### src/logic/gips_pkg.sv
// Purpose: shared constants and types for the interrupt polarity set block
// Assumes: 32-bit AHB-Lite register bus, 16 controller pins
// Notes:   offsets are byte addresses within one controller's window
package gips_pkg;

   // ------------------------------------------------------------------
   // register map
   // ------------------------------------------------------------------
   localparam logic [11:0] GIPS_OFS_POL_SET   = 12'h030; // set alias of polarity
   localparam logic [11:0] GIPS_OFS_POL_CLR   = 12'h034; // clear alias of polarity
   localparam logic [11:0] GIPS_OFS_TRIG_TYPE = 12'h038; // level or edge per pin
   localparam int          GIPS_PIN_COUNT     = 16;
   localparam logic [15:0] GIPS_POL_RESET     = 16'h0000;
   localparam logic [15:0] GIPS_TYPE_RESET    = 16'h0000;

   // ------------------------------------------------------------------
   // bus transfer codes
   // ------------------------------------------------------------------
   localparam logic [1:0]  GIPS_HTRANS_NONSEQ = 2'h2;
   localparam logic [1:0]  GIPS_HTRANS_SEQ    = 2'h3;

   // captured address phase
   typedef struct packed {
      logic        wr;
      logic [11:0] addr;
   } gips_aphase_s;

endpackage

### src/logic/gips_irq_polarity.sv
// Purpose: per-pin interrupt polarity register with set and clear aliases
// Assumes: AHB-Lite single word transfers, zero wait states, OKAY only
// Notes:   one polarity state is shared by the set and clear views
//          a read right behind a write returns the written value, since
//          read data is taken from the next state of the register
//          the controller base address is decoded outside, into hsel
//
// Contract
// sixteen polarity set bits, one per pin, in bits 15 down to 0
// writing zero to a set bit leaves that pin's polarity alone
// writing one to a set bit makes the pin high level or rising
// read zero means low level or falling edge for that pin
// read one means high level or rising edge for that pin
// a clear register returns selected pins to low or falling polarity
// bit n controls pin n; one instance per controller at its base
// after reset every polarity bit is zero
`timescale 1ns/1ns
module gips_irq_polarity
   import gips_pkg::*;
#(
   parameter int PINS = GIPS_PIN_COUNT
) (
   input  wire  logic            clk,
   input  wire  logic            srst,
   input  wire  logic            hsel,
   input  wire  logic [31:0]     haddr,
   input  wire  logic [1:0]      htrans,
   input  wire  logic            hwrite,
   input  wire  logic [2:0]      hsize,
   input  wire  logic [31:0]     hwdata,
   input  wire  logic            hready,
   output logic                  hreadyout,
   output logic [31:0]           hrdata,
   output logic                  hresp,
   output logic [PINS-1:0]       irq_polarity,
   output logic [PINS-1:0]       irq_trigger_type
);

   // ------------------------------------------------------------------
   // address phase capture
   // ------------------------------------------------------------------
   gips_aphase_s aph_reg;
   gips_aphase_s aph_next;
   logic         act_reg;
   logic         act_next;
   logic         take;

   // a transfer is taken only when the previous one has completed;
   // hsize is not decoded, so only whole-word transfers are supported
   assign take = hsel && hready && (htrans == GIPS_HTRANS_NONSEQ ||
                                    htrans == GIPS_HTRANS_SEQ);

   always_comb begin
      act_next      = take;
      aph_next      = aph_reg;
      if (take) begin
         aph_next.wr   = hwrite;
         aph_next.addr = haddr[11:0];
      end
   end

   always_ff @(posedge clk) begin
      if (srst) begin
         act_reg <= 1'b0;
         aph_reg <= '0;
      end else begin
         act_reg <= act_next;
         aph_reg <= aph_next;
      end
   end

   // ------------------------------------------------------------------
   // polarity and trigger type state
   // ------------------------------------------------------------------
   logic [PINS-1:0] pol_reg;
   logic [PINS-1:0] pol_next;
   logic [PINS-1:0] type_reg;
   logic [PINS-1:0] type_next;
   logic            wr_set;
   logic            wr_clr;
   logic            wr_type;

   assign wr_set  = act_reg && aph_reg.wr && aph_reg.addr == GIPS_OFS_POL_SET;
   assign wr_clr  = act_reg && aph_reg.wr && aph_reg.addr == GIPS_OFS_POL_CLR;
   assign wr_type = act_reg && aph_reg.wr && aph_reg.addr == GIPS_OFS_TRIG_TYPE;

   // per pin: bit n of hwdata acts on pin n only; zeros in a set or clear write change nothing
   // set is tested first, so set wins if both aliases ever met at once
   genvar gi;
   generate
      for (gi = 0; gi < PINS; gi++) begin : g_pin
         always_comb begin
            pol_next[gi] = pol_reg[gi];
            if (wr_set && hwdata[gi]) begin
               pol_next[gi] = 1'b1;
            end else if (wr_clr && hwdata[gi]) begin
               pol_next[gi] = 1'b0;
            end
            type_next[gi] = wr_type ? hwdata[gi] : type_reg[gi];
         end
      end
   endgenerate

   always_ff @(posedge clk) begin
      if (srst) begin
         pol_reg  <= GIPS_POL_RESET[PINS-1:0];
         type_reg <= GIPS_TYPE_RESET[PINS-1:0];
      end else begin
         pol_reg  <= pol_next;
         type_reg <= type_next;
      end
   end

   // ------------------------------------------------------------------
   // registered read data
   // ------------------------------------------------------------------
   logic [31:0] rdata_reg;
   logic [31:0] rdata_next;

   // read data is registered from the address phase so it stands in the
   // data phase; it is taken from the next state, so a read pipelined
   // right behind a write already returns the written value
   always_comb begin
      rdata_next = 32'h0000_0000;
      if (take && !hwrite) begin
         unique case (haddr[11:0])
            GIPS_OFS_POL_SET,
            GIPS_OFS_POL_CLR:   rdata_next[PINS-1:0] = pol_next;
            GIPS_OFS_TRIG_TYPE: rdata_next[PINS-1:0] = type_next;
            default:            rdata_next = 32'h0000_0000;    // unmapped reads zero
         endcase
      end
   end

   always_ff @(posedge clk) begin
      if (srst) begin
         rdata_reg <= 32'h0000_0000;
      end else begin
         rdata_reg <= rdata_next;
      end
   end

   // ------------------------------------------------------------------
   // bus response
   // ------------------------------------------------------------------
   logic ready_reg;
   logic ready_next;
   logic resp_reg;
   logic resp_next;

   // no slow path sits behind this slave, so ready stays high and the
   // answer is always OKAY; both still leave a flip-flop so that every
   // output of the block comes from a register
   always_comb begin
      ready_next = 1'b1;
      resp_next  = 1'b0;
   end

   always_ff @(posedge clk) begin
      if (srst) begin
         ready_reg <= 1'b1;   // ready in reset too: a master may start at once
         resp_reg  <= 1'b0;
      end else begin
         ready_reg <= ready_next;
         resp_reg  <= resp_next;
      end
   end

   // ------------------------------------------------------------------
   // outputs
   // ------------------------------------------------------------------
   // outputs are plain copies of registers, no logic after the flops
   assign hrdata           = rdata_reg;
   assign hreadyout        = ready_reg;
   assign hresp            = resp_reg;
   assign irq_polarity     = pol_reg;
   assign irq_trigger_type = type_reg;
endmodule

### config.mk
export PLATFORM = sky130hd
export DESIGN_NAME = gips_irq_polarity
export DESIGN_NICKNAME = d
export VERILOG_FILES = /design/src/logic/gips_pkg.sv /design/src/logic/gips_irq_polarity.sv
export SDC_FILE = /design/constraint.sdc
export NUM_CORES = 1
export LEC_CHECK = 0
export BUFFER_PORTS_ARGS = -buffer_cell sky130_fd_sc_hd__buf_2
export CAP_MARGIN = 10
export CORE_MARGIN = 4
export CORE_UTILIZATION = 30
export DETAILED_ROUTE_END_ITERATION = 7
export GPL_ROUTABILITY_DRIVEN = 0
export PLACE_DENSITY = 0.66
export SYNTH_ARGS = -nofsm -noshare
export SYNTH_HDL_FRONTEND = slang
export SYNTH_SLANG_ARGS = --single-unit
### constraint.sdc
create_clock -name clk -period 2.45 [get_ports clk]
set_clock_uncertainty 0.1 [all_clocks]
set_input_delay 0.3675 -clock clk [delete_from_list [all_inputs] [get_ports clk]]
set_output_delay 0.3675 -clock clk [all_outputs]
set_load 0.005 [all_outputs]
==> metrics.cfg <==
[clock_tree]
clk_pin_slew_ns = 0.07
clockBufferDepth = 2
post_cts_buffers = 0
cts_buffers = 9
post_cts_resized = 0
cts_tree = done
cts_max_level = 3
cts.sinks = 62
cts_root_buf = clkbuf_8
insertion_delay_ns = 0.32
cts.hold.buffers_added = 0

[grt]
grt_max_degree = 46
grt_usage = 0.133
antenna_found_initial = 0
grt_pass1_wl_um = 10400
overflow = 0
grt_pass1_vias = 2078

[floorplanning]
coreArea_sq_um = 8260
die_area_sq_um = 10100
die_y_um = 100
std_cell_rows = 33
dieWidth_um = 100
start_util = 0.309
pin_count = 140

[timing]
maxSlewViolCount = 0
relSlewSlack = 0.608
fmax_ghz = 0.527
worst_pin_slew_ns = 0.587
finalSetupTns_ns = 0
whs_ns = 0.187
period_share = 0.774
rsz0062_at_grt = no
finalHoldViolations = 0
fin_crit_ns = 1.90
setup_viol = 0

[detailed_routing]
wl_um = 6640
wl_per_cell_um = 14.6
drtPass1Iterations = 4
antenna_left = 0
vias = 2105
vias_per_cell = 4.64
remaining_drc_errors = 0
drtIter0Drc = 107

[critical_path]
critPathRequiredTime_ns = 2.53
crit_fanout = 16
crit_path_end = hrdata[0]
worstSetupStartpoint = aph_reg[0]
cpPeakStageDelay_ns = 0.46
crit_arrival_ns = 1.98
crit_chain = nor4b_4, nand4_4, mux2i_1, o22ai_1
start_kind = flop
crit_type = reg -> reg
r2r_slack_ns = 0.55
r2r_cells = 4
crit_path_end_kind = flop
slowest_stage = nand4_4
r2r_start = aph_reg[0]
reg2reg_to = hrdata[0]

[synthesis]
synth_top_area_frac = 0.486
seq_area_frac_synth = 0.486
avgSynthCellArea_sq_um = 9.60
yosys_warnings = 0
syn_area_sq_um = 2550
synthesis.instances = 266
synth_top_area_cell = dfxtp_1
synth.distinct_cells = 28
ys_seq_elements = 62
synth_area_leaders = dfxtp_1 49%, mux2i_1 12%, buf_4 5.6%

[pwr]
p_per_area_nw_per_um2 = 647
ir_drop_mv = 0.319
p_leak_nw = 1.61

[finish]
instances_no_fill = 454
diodes = 0
nets = 418
utilization = 0.389
fin_area_sq_um = 3210
drive_above_1_share = 0.321
syn_to_final_growth_pct = 25.9

[run_status]
outcome = complete, no violations

[place]
dp_cells = 438
post-dp-hpwl_um = 4640
placed_area_sq_um = 3000
port_buffers = 81

[job]
maxCapViolCount = 0

[min_path]
min_path_type = in -> reg

-- worst max-delay path, delay by kind of cell, from the launching register on --
kind | cells | cell delay (ns)
AO/OA/AOI/OAI | 1 | 0.15
flip-flops | 1 | 0.33
multiplexers | 1 | 0.35
AND/OR/NAND/NOR | 2 | 0.82
-- stage by stage --
step,worst slack (ns),power (mW)
after global placement,0.376,1.14
after detailed placement,0.351,1.14
final,0.554,2.08
after global routing,0.416,2.17
after floorplan,0.699,1.12
after CTS,0.526,2.11
-- worst min path at each step --
stage                      startpoint           to  slack (ns)  cells past startpoint
after floorplan           aph_reg[12]  aph_reg[12]        0.33                      2
after global placement     aph_reg[4]   aph_reg[4]        0.35                      2
after detailed placement   aph_reg[5]   aph_reg[5]        0.35                      2
after CTS                    haddr[4]   aph_reg[4]        0.17                      3
after global routing         haddr[4]   aph_reg[4]        0.17                      3
final                        haddr[4]   aph_reg[4]        0.19                      3
-- area by class of cell --
type | instances | area (sq um)
repair buffers | 87 | 463
well taps | 105 | 131
clock buffers | 13 | 179
fillers | 848 | 5040
multi-input cells | 183 | 1160
clock inverters | 3 | 40.0
inverters | 1 | 3.75
flip-flops and latches | 62 | 1240
-- layer usage --
metal	share of wire	global-route usage	vias up	wire, um
met5	0	0	-	0
li1	-	-	1035	-
met2	0.47	0.214	64	3130
met3	0.065	0.0417	11	430
met4	0.018	0.0549	0	117
met1	0.45	0.166	995	2970
-- report_power, final --
group / internal, mW / switching, mW / total, mW
Clock: 0.578 / 0.380 / 0.958
Combinational: 0.0401 / 0.0615 / 0.102
Sequential: 1.02 / 0.00574 / 1.02
Total: 1.63 / 0.447 / 2.08
-- kinds of logic (layout without fill, tap and decap cells) --
group                  after synthesis  in the layout  share of synthesized area
and+or+nand+nor                    104            104                      0.222
DFF                                 62             62                      0.486
buffers and inverters               37            104                     0.0906
muxes                               32             32                      0.128
other                                2             18                    0.00294
AOI/OAI and AO/OA                   29             29                     0.0696
-- synth_stat cells --
cell type	number
a21oi_1	13
nor2_1	32
clkbuf_1	9
mux2i_2	2
buf_2	4
and4b_1	1
buf_4	19
buf_6	2
nand4_4	1
nor3_1	1
conb_1	2
nand2_1	26
clkbuf_2	1
nand3_1	1
or2_2	1
inv_1	1
and3_1	1
o22ai_2	2
mux2i_1	30
nor4b_1	2
dfxtp_1	62
o22ai_1	14
nand4_1	17
nor4bb_1	1
or3b_1	1
buf_1	1
nor2b_1	17
nor4b_4	2
-- placed cells by master, fill, tap and decap left out, types with 2 or more instances in the layout --
master,instances
o22ai_1,14
buf_2,81
conb_1,18
nor2b_1,17
nand4_1,17
nor4b_4,2
nor4b_1,2
mux2i_2,2
o22ai_2,2
dfxtp_1,62
buf_4,5
mux2i_1,30
nor2_1,32
a21oi_1,13
clkbuf_8,13
clkinv_2,2
nand2_1,26
No activity file was read; power rests on OpenSTA's default activity.
